$ cat src/psp_defines.svh
/*
  Register offsets, field positions and reset values for the parallel slave port block.
  Assumes inclusion by the package and the bench; definitions only.
*/
// Contract
// - Three control pins, each set independently as input or output.
// - Read of control latch register returns latch value, not pin levels.
// - Direction bit 1 makes control pin an input, driver off.
// - Direction bit 0 makes control pin drive its latch value.
// - Control pins selected as analog inputs read as zero.
// - Direction bits keep controlling pin direction even in analog use.
// - Bit 7 read-only: input word waiting for the processor.
// - Bit 6 read-only: output word still unread by external master.
// - Bit 5 set on external write while input unread; software clears.
// - Bit 4 selects slave port mode when 1, plain I/O when 0.
// - Bit 3 unimplemented, always reads zero.
// - Slave mode: pin0 read strobe, pin1 write strobe, pin2 chip select.
// - Write registered when chip select and write strobe first both low.
// - Read registered when chip select and read strobe first both low.
// - External master reads and writes data latch as one 8-bit latch; the code captures writes into inbuf and drives reads from dlatch.
// - External accesses are asynchronous to the clock in slave mode.
`ifndef PSP_DEFINES_SVH
`define PSP_DEFINES_SVH

`define PSP_OFF_DPORT   12'h000
`define PSP_OFF_DLATCH  12'h004
`define PSP_OFF_DDIR    12'h008
`define PSP_OFF_CPINS   12'h00C
`define PSP_OFF_CLATCH  12'h010
`define PSP_OFF_CSDIR   12'h014
`define PSP_OFF_ANSEL   12'h018
`define PSP_OFF_IRQ     12'h01C

`define PSP_BIT_IBF     7
`define PSP_BIT_OBF     6
`define PSP_BIT_INPUT_OVERFLOW_FLAG    5
`define PSP_BIT_MODE    4

`define PSP_RST_DDIR    8'hFF
`define PSP_RST_CDIR    3'h7
`define PSP_RST_BYTE    8'h00
`define PSP_RST_CTRL    3'h0
`define PSP_RST_STROBES 3'h7

`endif

$ cat src/psp_pkg.sv
/*
  Types shared by the parallel slave port block.
  Assumes psp_defines.svh is in the include path.
*/
package psp_pkg;
  `include "psp_defines.svh"

  typedef struct packed {
    logic [11:0] paddr;
    logic        psel;
    logic        penable;
    logic        pwrite;
    logic [31:0] pwdata;
  } psp_apb_req_t;

  typedef struct packed {
    logic [31:0] prdata;
    logic        pready;
    logic        pslverr;
  } psp_apb_rsp_t;

  typedef struct packed {
    logic [7:0] o;
    logic [7:0] oe;
  } psp_data_drv_t;

  typedef struct packed {
    logic [2:0] o;
    logic [2:0] oe;
  } psp_ctrl_drv_t;

  typedef enum logic [1:0] {
    PSP_IDLE  = 2'b00,
    PSP_WRITE = 2'b01,
    PSP_READ  = 2'b10
  } psp_xfer_t;

  typedef struct packed {
    logic [7:0] dlatch;
    logic [7:0] ddir;
    logic [2:0] clatch;
    logic [2:0] cdir;
    logic       mode;
    logic       input_full_flag;
    logic       output_full_flag;
    logic       input_overflow_flag;
    logic [7:0] inbuf;
    logic [2:0] ansel;
    logic       irq;
    logic [7:0] dsync1;
    logic [7:0] dsync2;
    logic [2:0] csync1;
    logic [2:0] csync2;
    psp_xfer_t  xfer;
    logic [31:0] prdata;
  } psp_state_t;
endpackage : psp_pkg

$ cat src/psp_port.sv
/*
  Parallel slave port with three-pin control port, reached over APB.
  Assumes pins are split into in/out/enable; the bench resolves the wires.
*/
// Our own choices: the placing of the registers and register access over APB.
`timescale 1ns/1ps
module psp_port
  import psp_pkg::*;
(
  // Clock, reset, enable
  input  wire logic          pclk,
  input  wire logic          presetn,
  input  wire logic          clk_en,
  // APB slave
  input  wire psp_pkg::psp_apb_req_t apb_req,
  output      psp_pkg::psp_apb_rsp_t apb_rsp,
  // Data port pins
  input  wire logic [7:0]    data_pin_i,
  output      psp_pkg::psp_data_drv_t data_drv,
  // Control port pins
  input  wire logic [2:0]    ctrl_pin_i,
  output      psp_pkg::psp_ctrl_drv_t ctrl_drv,
  // Transfer event flag
  output      logic          slave_port_irq_flag
);
  import psp_pkg::*;

  psp_state_t s_q;
  psp_state_t s_d;

  logic       setup_ph;
  logic       wr_acc;
  logic       rd_acc;
  logic       rd_n;
  logic       wr_n;
  logic       cs_n;
  logic       ext_wr;
  logic       ext_rd;
  logic [2:0] cpins_rd;
  logic [7:0] csdir_rd;

  assign setup_ph = apb_req.psel & ~apb_req.penable;
  assign wr_acc   = apb_req.psel & apb_req.penable & apb_req.pwrite & clk_en;
  assign rd_acc   = apb_req.psel & apb_req.penable & ~apb_req.pwrite & clk_en;

  // Strobes as seen after the two-stage synchroniser
  assign rd_n   = s_q.csync2[0];
  assign wr_n   = s_q.csync2[1];
  assign cs_n   = s_q.csync2[2];
  assign ext_wr = s_q.mode & ~cs_n & ~wr_n;
  assign ext_rd = s_q.mode & ~cs_n & ~rd_n;

  assign cpins_rd = s_q.csync2 & ~s_q.ansel;
  assign csdir_rd = {s_q.input_full_flag, s_q.output_full_flag, s_q.input_overflow_flag, s_q.mode, 1'b0, s_q.cdir};

  always_comb begin
    s_d = s_q;
    s_d.dsync1 = data_pin_i;
    s_d.dsync2 = s_q.dsync1;
    s_d.csync1 = ctrl_pin_i;
    s_d.csync2 = s_q.csync1;
    s_d.irq    = 1'b0;

    // External transfer edge detection
    case (s_q.xfer)
      PSP_IDLE: begin
        if (ext_wr) begin
          s_d.xfer  = PSP_WRITE;
          s_d.inbuf = s_q.dsync2;
          if (s_q.input_full_flag) begin
            s_d.input_overflow_flag = 1'b1;
          end
          s_d.input_full_flag = 1'b1;
          s_d.irq = 1'b1;
        end else if (ext_rd) begin
          s_d.xfer = PSP_READ;
          s_d.output_full_flag  = 1'b0;
          s_d.irq  = 1'b1;
        end
      end
      PSP_WRITE: begin
        if (!ext_wr) begin
          s_d.xfer = PSP_IDLE;
        end
      end
      PSP_READ: begin
        if (!ext_rd) begin
          s_d.xfer = PSP_IDLE;
        end
      end
      default: begin
        s_d.xfer = PSP_IDLE;
      end
    endcase

    // Register writes
    if (wr_acc) begin
      case (apb_req.paddr)
        `PSP_OFF_DPORT, `PSP_OFF_DLATCH: begin
          s_d.dlatch = apb_req.pwdata[7:0];
          if (s_q.mode) begin
            s_d.output_full_flag = 1'b1;
          end
        end
        `PSP_OFF_DDIR: s_d.ddir = apb_req.pwdata[7:0];
        `PSP_OFF_CPINS, `PSP_OFF_CLATCH: s_d.clatch = apb_req.pwdata[2:0];
        `PSP_OFF_CSDIR: begin
          s_d.cdir = apb_req.pwdata[2:0];
          s_d.mode = apb_req.pwdata[`PSP_BIT_MODE];
          // Overflow only clears by software; a new overflow wins
          if (!apb_req.pwdata[`PSP_BIT_INPUT_OVERFLOW_FLAG] && !(s_q.xfer == PSP_IDLE && ext_wr && s_q.input_full_flag)) begin
            s_d.input_overflow_flag = 1'b0;
          end
        end
        `PSP_OFF_ANSEL: s_d.ansel = apb_req.pwdata[2:0];
        default: ;
      endcase
    end

    // Processor read of data port empties input buffer; external write wins
    if (rd_acc && apb_req.paddr == `PSP_OFF_DPORT && s_q.mode
        && !(s_q.xfer == PSP_IDLE && ext_wr)) begin
      s_d.input_full_flag = 1'b0;
    end

    // Read data captured at setup
    if (setup_ph && clk_en) begin
      case (apb_req.paddr)
        `PSP_OFF_DPORT:  s_d.prdata = {24'h000000, s_q.mode ? s_q.inbuf : s_q.dsync2};
        `PSP_OFF_DLATCH: s_d.prdata = {24'h000000, s_q.dlatch};
        `PSP_OFF_DDIR:   s_d.prdata = {24'h000000, s_q.ddir};
        `PSP_OFF_CPINS:  s_d.prdata = {29'h00000000, cpins_rd};
        `PSP_OFF_CLATCH: s_d.prdata = {29'h00000000, s_q.clatch};
        `PSP_OFF_CSDIR:  s_d.prdata = {24'h000000, csdir_rd};
        `PSP_OFF_ANSEL:  s_d.prdata = {29'h00000000, s_q.ansel};
        `PSP_OFF_IRQ:    s_d.prdata = {31'h00000000, s_q.irq};
        default:         s_d.prdata = 32'h00000000;
      endcase
    end
  end

  always_ff @(posedge pclk or negedge presetn) begin
    if (!presetn) begin
      s_q        <= '0;
      s_q.ddir   <= `PSP_RST_DDIR;
      s_q.cdir   <= `PSP_RST_CDIR;
      // Strobes idle high, so no false event follows reset
      s_q.csync1 <= `PSP_RST_STROBES;
      s_q.csync2 <= `PSP_RST_STROBES;
      s_q.xfer   <= PSP_IDLE;
    end else if (clk_en) begin
      s_q <= s_d;
    end
  end

  // Outputs
  assign apb_rsp.prdata  = s_q.prdata;
  assign apb_rsp.pready  = 1'b1;
  assign apb_rsp.pslverr = 1'b0;

  // In slave mode the data bus drives only during an external read
  assign data_drv.o  = s_q.mode ? s_q.dlatch : s_q.dlatch;
  assign data_drv.oe = s_q.mode ? {8{ext_rd}} : ~s_q.ddir;

  assign ctrl_drv.o  = s_q.clatch;
  assign ctrl_drv.oe = ~s_q.cdir;

  assign slave_port_irq_flag = s_q.irq;

  // Assertions
  chk_ctrl_dir: assert property (@(posedge pclk) disable iff (!presetn)
    ctrl_drv.oe == ~s_q.cdir) else $error("control enable not inverse of direction");
  chk_wr_sets_ibf: assert property (@(posedge pclk) disable iff (!presetn)
    clk_en && s_q.xfer == PSP_IDLE && ext_wr |=> s_q.input_full_flag && slave_port_irq_flag)
    else $error("external write did not set input full");
  chk_rd_clr_obf: assert property (@(posedge pclk) disable iff (!presetn)
    clk_en && s_q.xfer == PSP_IDLE && !ext_wr && ext_rd && !wr_acc |=> !s_q.output_full_flag)
    else $error("external read did not clear output full");
  chk_ovf_set: assert property (@(posedge pclk) disable iff (!presetn)
    clk_en && s_q.xfer == PSP_IDLE && ext_wr && s_q.input_full_flag |=> s_q.input_overflow_flag)
    else $error("overflow not flagged");
  chk_one_event: assert property (@(posedge pclk) disable iff (!presetn)
    slave_port_irq_flag |=> !slave_port_irq_flag || $past(clk_en) == 1'b0)
    else $error("event flag held over a transfer");
  chk_bit3_zero: assert property (@(posedge pclk) disable iff (!presetn)
    csdir_rd[3] == 1'b0) else $error("bit 3 not zero");
  chk_ansel_zero: assert property (@(posedge pclk) disable iff (!presetn)
    (cpins_rd & s_q.ansel) == 3'h0) else $error("analog pin read nonzero");
  chk_obf_set: assert property (@(posedge pclk) disable iff (!presetn)
    wr_acc && apb_req.paddr == `PSP_OFF_DLATCH && s_q.mode |=> s_q.output_full_flag)
    else $error("processor write did not set output full");
  chk_ctrl_out: assert property (@(posedge pclk) disable iff (!presetn)
    ctrl_drv.o == s_q.clatch) else $error("control pin not driven from latch");


  // Event flag for a read transfer
  chk_rd_event: assert property (@(posedge pclk) disable iff (!presetn)
    clk_en && s_q.xfer == PSP_IDLE && ext_rd |=> slave_port_irq_flag)
    else $error("external read raised no event");

  // Held strobes give one event only
  chk_first_low: assert property (@(posedge pclk) disable iff (!presetn)
    clk_en && s_q.xfer != PSP_IDLE |=> !slave_port_irq_flag)
    else $error("event repeated while strobe held");

  // No events outside slave mode
  chk_gpio_quiet: assert property (@(posedge pclk) disable iff (!presetn)
    clk_en && !s_q.mode |=> !slave_port_irq_flag)
    else $error("event outside slave mode");

  // Written byte comes from the synchronised pins
  chk_inbuf_cap: assert property (@(posedge pclk) disable iff (!presetn)
    clk_en && s_q.xfer == PSP_IDLE && ext_wr |=> s_q.inbuf == $past(s_q.dsync2))
    else $error("input latch not captured from pins");

  // Input full holds until the processor reads the data port
  chk_ibf_held: assert property (@(posedge pclk) disable iff (!presetn)
    clk_en && s_q.input_full_flag && !(rd_acc && apb_req.paddr == `PSP_OFF_DPORT) |=> s_q.input_full_flag)
    else $error("input full dropped without a read");

  // Processor read of the data port empties the input
  chk_ibf_clear: assert property (@(posedge pclk) disable iff (!presetn)
    clk_en && rd_acc && apb_req.paddr == `PSP_OFF_DPORT && s_q.mode
    && !(s_q.xfer == PSP_IDLE && ext_wr) |=> !s_q.input_full_flag)
    else $error("input full not cleared by read");

  // Output full holds until an external read
  chk_obf_held: assert property (@(posedge pclk) disable iff (!presetn)
    clk_en && s_q.output_full_flag && !(s_q.xfer == PSP_IDLE && ext_rd && !ext_wr) |=> s_q.output_full_flag)
    else $error("output full dropped without a read");

  // Overflow is sticky until software writes zero
  chk_ovf_sticky: assert property (@(posedge pclk) disable iff (!presetn)
    clk_en && s_q.input_overflow_flag && !(wr_acc && apb_req.paddr == `PSP_OFF_CSDIR
    && !apb_req.pwdata[`PSP_BIT_INPUT_OVERFLOW_FLAG]) |=> s_q.input_overflow_flag)
    else $error("overflow cleared without software");

  // Mode bit follows the register write
  chk_mode_wr: assert property (@(posedge pclk) disable iff (!presetn)
    wr_acc && apb_req.paddr == `PSP_OFF_CSDIR
    |=> s_q.mode == $past(apb_req.pwdata[`PSP_BIT_MODE]))
    else $error("mode bit not written");

  // Direction bits follow the register write
  chk_dir_wr: assert property (@(posedge pclk) disable iff (!presetn)
    wr_acc && apb_req.paddr == `PSP_OFF_CSDIR
    |=> s_q.cdir == $past(apb_req.pwdata[2:0]))
    else $error("direction bits not written");

  // Control latch keeps the written value, not the pins
  chk_clatch_wr: assert property (@(posedge pclk) disable iff (!presetn)
    wr_acc && apb_req.paddr == `PSP_OFF_CLATCH
    |=> s_q.clatch == $past(apb_req.pwdata[2:0]))
    else $error("control latch not written");

  // Data bus driven from the latch during an external read
  chk_slave_drive: assert property (@(posedge pclk) disable iff (!presetn)
    s_q.mode && ext_rd |-> data_drv.oe == 8'hFF && data_drv.o == s_q.dlatch)
    else $error("data bus not driven on read");

  // Data bus released otherwise in slave mode
  chk_slave_hiz: assert property (@(posedge pclk) disable iff (!presetn)
    s_q.mode && !ext_rd |-> data_drv.oe == 8'h00)
    else $error("data bus driven outside a read");

  cov_ext_write: cover property (@(posedge pclk) disable iff (!presetn) s_q.xfer == PSP_WRITE);
  cov_ext_read:  cover property (@(posedge pclk) disable iff (!presetn) s_q.xfer == PSP_READ);
  cov_overflow:  cover property (@(posedge pclk) disable iff (!presetn) s_q.input_overflow_flag);
  cov_cpu_read:  cover property (@(posedge pclk) disable iff (!presetn)
    rd_acc && apb_req.paddr == `PSP_OFF_DPORT && s_q.mode && s_q.input_full_flag);
  cov_gpio_out:  cover property (@(posedge pclk) disable iff (!presetn)
    !s_q.mode && ctrl_drv.oe != 3'h0);
endmodule : psp_port

$ cat config.mk
export PLATFORM = sky130hd
export DESIGN_NAME = psp_port
export DESIGN_NICKNAME = d
export VERILOG_FILES = /design/src/psp_pkg.sv /design/src/psp_port.sv
export VERILOG_INCLUDE_DIRS = /design/src
export SDC_FILE = /design/constraint.sdc
export NUM_CORES = 1
export LEC_CHECK = 0
export BUFFER_PORTS_ARGS = -buffer_cell sky130_fd_sc_hd__buf_2
export CAP_MARGIN = 20
export CORE_ASPECT_RATIO = 1.2
export CORE_MARGIN = 4
export CORE_UTILIZATION = 40
export CTS_CLUSTER_SIZE = 8
export DETAILED_ROUTE_END_ITERATION = 8
export GPL_TIMING_DRIVEN = 0
export PLACE_DENSITY = 0.65
export SETUP_SLACK_MARGIN = 0.2
export SLEW_MARGIN = 20
export SYNTH_ARGS = -nofsm -noshare
export SYNTH_HDL_FRONTEND = slang
export SYNTH_SLANG_ARGS = --single-unit
$ cat constraint.sdc
create_clock -name pclk -period 2 [get_ports pclk]
set_input_delay 0.2 -clock pclk [delete_from_list [all_inputs] [get_ports pclk]]
set_output_delay 0.2 -clock pclk [all_outputs]
set_load 0.03 [all_outputs]
# Word-level counts from Yosys, hierarchy flattened
# Cells that the tools add are included.
# op_classes
eq_ne,12
bitwise,18
mux,23
n_reduce_logical,25
# ops
cell,n
8-bit case mux with 8 select lines,1
12-bit by 5-bit == test with 1-bit output (second input constant),4
12-bit by 4-bit == test with 1-bit output (second input constant),2
3-bit AND reduction,7
8-bit 2-to-1 mux,2
12-bit by 3-bit == test with 1-bit output (second input constant),1
12-bit zero test,1
1-bit 2-to-1 mux,12
11-bit 2-to-1 mux,1
2-bit 2-to-1 mux,5
1-bit bitwise AND,9
9-bit 2-to-1 mux,1
8-bit inverter,1
1-bit logical AND,7
3-bit inverter,2
2-bit case mux with 3 select lines,1
1-bit inverter,5
2-bit inequality test (second input constant),2
4-bit AND reduction,1
2-bit nonzero test,2
2-bit OR reduction,2
3-bit bitwise AND,1
1-bit zero test,3
3-bit inequality test (second input constant),1
other kinds (4),4
# word_totals
ff_bits,94
output_inout_bits,57
wordCells,95
in_bits,61

# Depth between registers and ports, before layout
# logic_depth
word_depth,10
mapped_depth,6

# Least setup slack after synthesis
# No wires, ideal clock.
# synth_path
path_kind,register to output
start,reg s_q (netlist bit csdir_rd[4])
end,out data_drv[0] (netlist bit)
stages_incl_launch_ff,4
slack_ns,0.347
path_buffers,2
t_arrival_ns,1.453
cell_sequence,dfrtp_1 > buf_2 > clkbuf_1 > o21ai_0
# synth_rtl
element,line_no,rtl
"start, declared",psp_port.sv:28,psp_state_t s_q;
"end, declared",psp_port.sv:19,"output psp_pkg::psp_data_drv_t data_drv,"

==> summary.md <==
| Metric | Value |
|---|---|
| CTS tree | done |
| IO Port Bufs | between 60 and 70 |
| DRT Pass-1 Iters | 4 |
| Synth Flop Type | dfrtp_1 |
| Syn Inst Count | ~320 |
| Top-count cell post-synth | mux2_2 |
| DRC Markers | 0 |
| EDFF count, synth | 0 |
| Final instance area | between 4000 and 5000 µm² |
| Clk root buf | clkbuf_8 |
| WL/cell | 14.5 µm |
| Top Ports | around 120 |
| Via density | around 4.7 |
| Min-Delay Path Class | in -> reg |
| WP data arrival | approximately 1.6 ns |
| Largest net degree at the start of global routing | 55 |
| Vias | approximately 2500 |
| Period utilization | between 80% and 90% |
| Worst-Margin Slew | a little over 0.6 ns |
| 1st-iter DRT viols | 102 |
| Maximum vdd drop | ~0.40 mV |
| Kind of critical path | reg -> out |
| Worst path slowest cell | dfrtp_1 |
| Std cell rows | 37 |
| Mux cell area share after synthesis | between 20% and 30% |
| Gpl congestion | 0.842 |
| Yosys warns | 0 |
| Layout Nets | between 400 and 500 |
| Simple logic cell fraction of the synthesized area | 8.85% |
| Post-Synth XOR/XNOR Area | 0% |
| Grt ovf | 0 |
| RSZ-0062 raised after global routing | true |
| Vias in the first global route | approximately 2500 |
| Final Max Slew Viols | 0 |
| Die Area | 10700 µm² |
| Compound-Gate Fraction of Synth Area | between 7 and 8% |
| Total GRT Usage | approximately 15% |
| Synthesized area | about 3600 µm² |
| Req. time, crit path | about 1.8 ns |
| First-pass GRT wire length | between 10000 and 15000 µm |
| Die height | about 110 µm |
| Slowest stage delay, CP | between 0.4 and 0.5 ns |
| Top post-synthesis cells by area | dfrtp_1, mux2_2, dfstp_2, buf_4, o21ai_0 |
| Worst Setup End Kind | primary output |
| Placed cell areas | approximately 4200 µm² |
| Worst path cell trace | buf_4 > clkbuf_4 > o21ai_1 > buf_4 |
| Max cap viols | 0 |
| Netlist cell types | 47 |
| P_leak | between 2 and 2.5 nW |
| Num CTS Buffers | 9 |
| Slew headroom | 58.9% |
| Setup WS post-layout | 0.229 ns |
| Post-layout util | 51.3% |
| Core area | roughly 8700 µm² |
| Yosys top cell by area | dfrtp_1 |
| Hold Fails Final Rpt | 0 |
| Final setup fails | 0 |
| F_max | 565 MHz |
| Synthesis-to-layout area growth | 22.9% |
| Die width | between 90 and 100 µm |
| ANT cells | 0 |
| Tmin final | 1.77 ns |
| Crit path launch type | flip-flop |
| Clock Skew | 0.00716 ns |
| Post-synth top area share | 36.5% |
| Worst-path fanout max | 10 |
| Dpl hpwl | between 6000 and 7000 µm |
| Asr flop ratio synth | 100% |
| Synth Register Bits | 70 |
| WP buf/inv | 3 |
| Delay-heaviest family, CP | buffers and inverters |
| Syn_area_per_cell | roughly 12 µm² |
| Seq/Total Area, Yosys | approximately half |
| Initial antenna violation count | 0 |
| Ratio of cells with drive above 1 in the final layout | 52.6% |
| Status | finished, final reports clean |
| ANT nets after route | 0 |
| Largest family of logic cells by synthesized area | multiplexers |
| CTS sink count | 70 |
| Post-place setup slack | around 0.24 ns |
| Synth Area in Adders | 0% |
| Longest Clk Path Bufs | 2 |
| Register clock-pin slew on the reported worst setup and hold paths | roughly 0.07 ns |
| Sum Neg Setup Slack | 0 ns |
| Pwr dens | about 700 nW/µm² |
| Worst skew pair latency | 0.35 ns |
| H-tree depth | 3 |
| Most frequent CP cell | buf_4 |
| Initial Util | between 40% and 50% |
| Filler cell count | 803 |
| WL final | 7830 µm |
| Most instantiated cells after synthesis | mux2_2, dfrtp_1, buf_4 |
-- worst paths after layout --
path | start | end | slack, ns | cells after the start
setup / recovery | csdir_rd[4] | data_drv[1] | 0.23 | 4
hold / removal | data_pin_i[1] | s_d[41] | 0.09 | 2
setup reg to reg | cs_n | s_q[67] | 0.35 | 4
hold reg to reg | apb_rsp[6] | apb_rsp[6] | 0.49 | 2
max in group asynchronous | presetn | rd_n | 1.15 | 3
min in group asynchronous | presetn | data_drv[15] | 0.26 | 2
-- worst register-to-register path: stages (launching register included) --
cell and delay (ns):
dfstp_2 0.55, nand2b_1 0.17, nor2_1 0.05, nand3_1 0.37, mux2_2 0.39
-- kinds of logic after synthesis --
kind of cell / count (synthesis)
AOI/OAI and AO/OA: 44
DFF: 70
buffers and inverters: 65
muxes: 73
other: 2
and+or+nand+nor: 61
-- per-layer routing --
layer | track usage, % | up-vias | share of wire (%) | wire length, µm
met4 | 7.41 | 0 | 2.3 | 183
li1 | - | 1238 | - | -
met5 | 0 | - | 0 | 0
met1 | 17.6 | 1185 | 41 | 3190
met2 | 25.5 | 83 | 50 | 3920
met3 | 3.02 | 13 | 6.8 | 529
-- area by class of cell --
cell class / count / area (µm²) / share of cell area, %
sequential: 70 / 1770 / 39.7
multi-input combinational: 204 / 1530 / 34.2
buffer: 58 / 407 / 9.10
timing repair buffer: 68 / 390 / 8.74
clock buffer: 12 / 155 / 3.47
tap: 117 / 146 / 3.28
clock inverter: 4 / 45.0 / 1.01
inverter: 6 / 22.5 / 0.504
-- flip-flops by register name, indices dropped and copies added, names as in the netlist --
register,count
slave_port_irq_flag,1
cs_n,1
csdir_rd,7
rd_n,1
ctrl_drv,3
data_drv,8
apb_rsp,8
s_d,11
s_q,30
-- per-stage QoR --
step,hold slack (ns),total power [W],instances
final,0.0871,0.00305,539
after global routing,0.0866,0.00319,539
after CTS,0.0735,0.00308,539
after detailed placement,0.0903,0.00192,523
after global placement,0.435,0.00190,522
after floorplan,-0.0956,0.00179,339
-- report_power, final --
group | switching (W) | total (W) | internal [W]
clock network | 0.000523 | 0.00116 | 0.000638
registers | 0.0000425 | 0.00153 | 0.00149
logic | 0.000203 | 0.000364 | 0.000161
-- layout by cell type (no fill, tap or decap), types with 3 or more instances in the layout --
cell type and count:
mux2_4 4, buf_4 55, clkbuf_8 11, buf_2 61, dfstp_2 17, o21ai_1 7, inv_1 5, a21oi_1 6
nor2_1 12, nor3_1 3, dfrtp_1 53, mux2i_1 10, nand2_1 25, mux2_2 57, clkbuf_1 6, o21ai_0 18
clkinv_2 3, conb_1 26
-- repair_timing --
action                                  in CTS  in global routing
endpoints found under the hold margin       16                  0
hold buffers                                 1                  0
gates resized for setup                     16                  3
endpoints found under the setup margin       8                  7
buffers inserted                             0                  0
cloned                                       0                  0
Power figures use the tool's default switching activity.
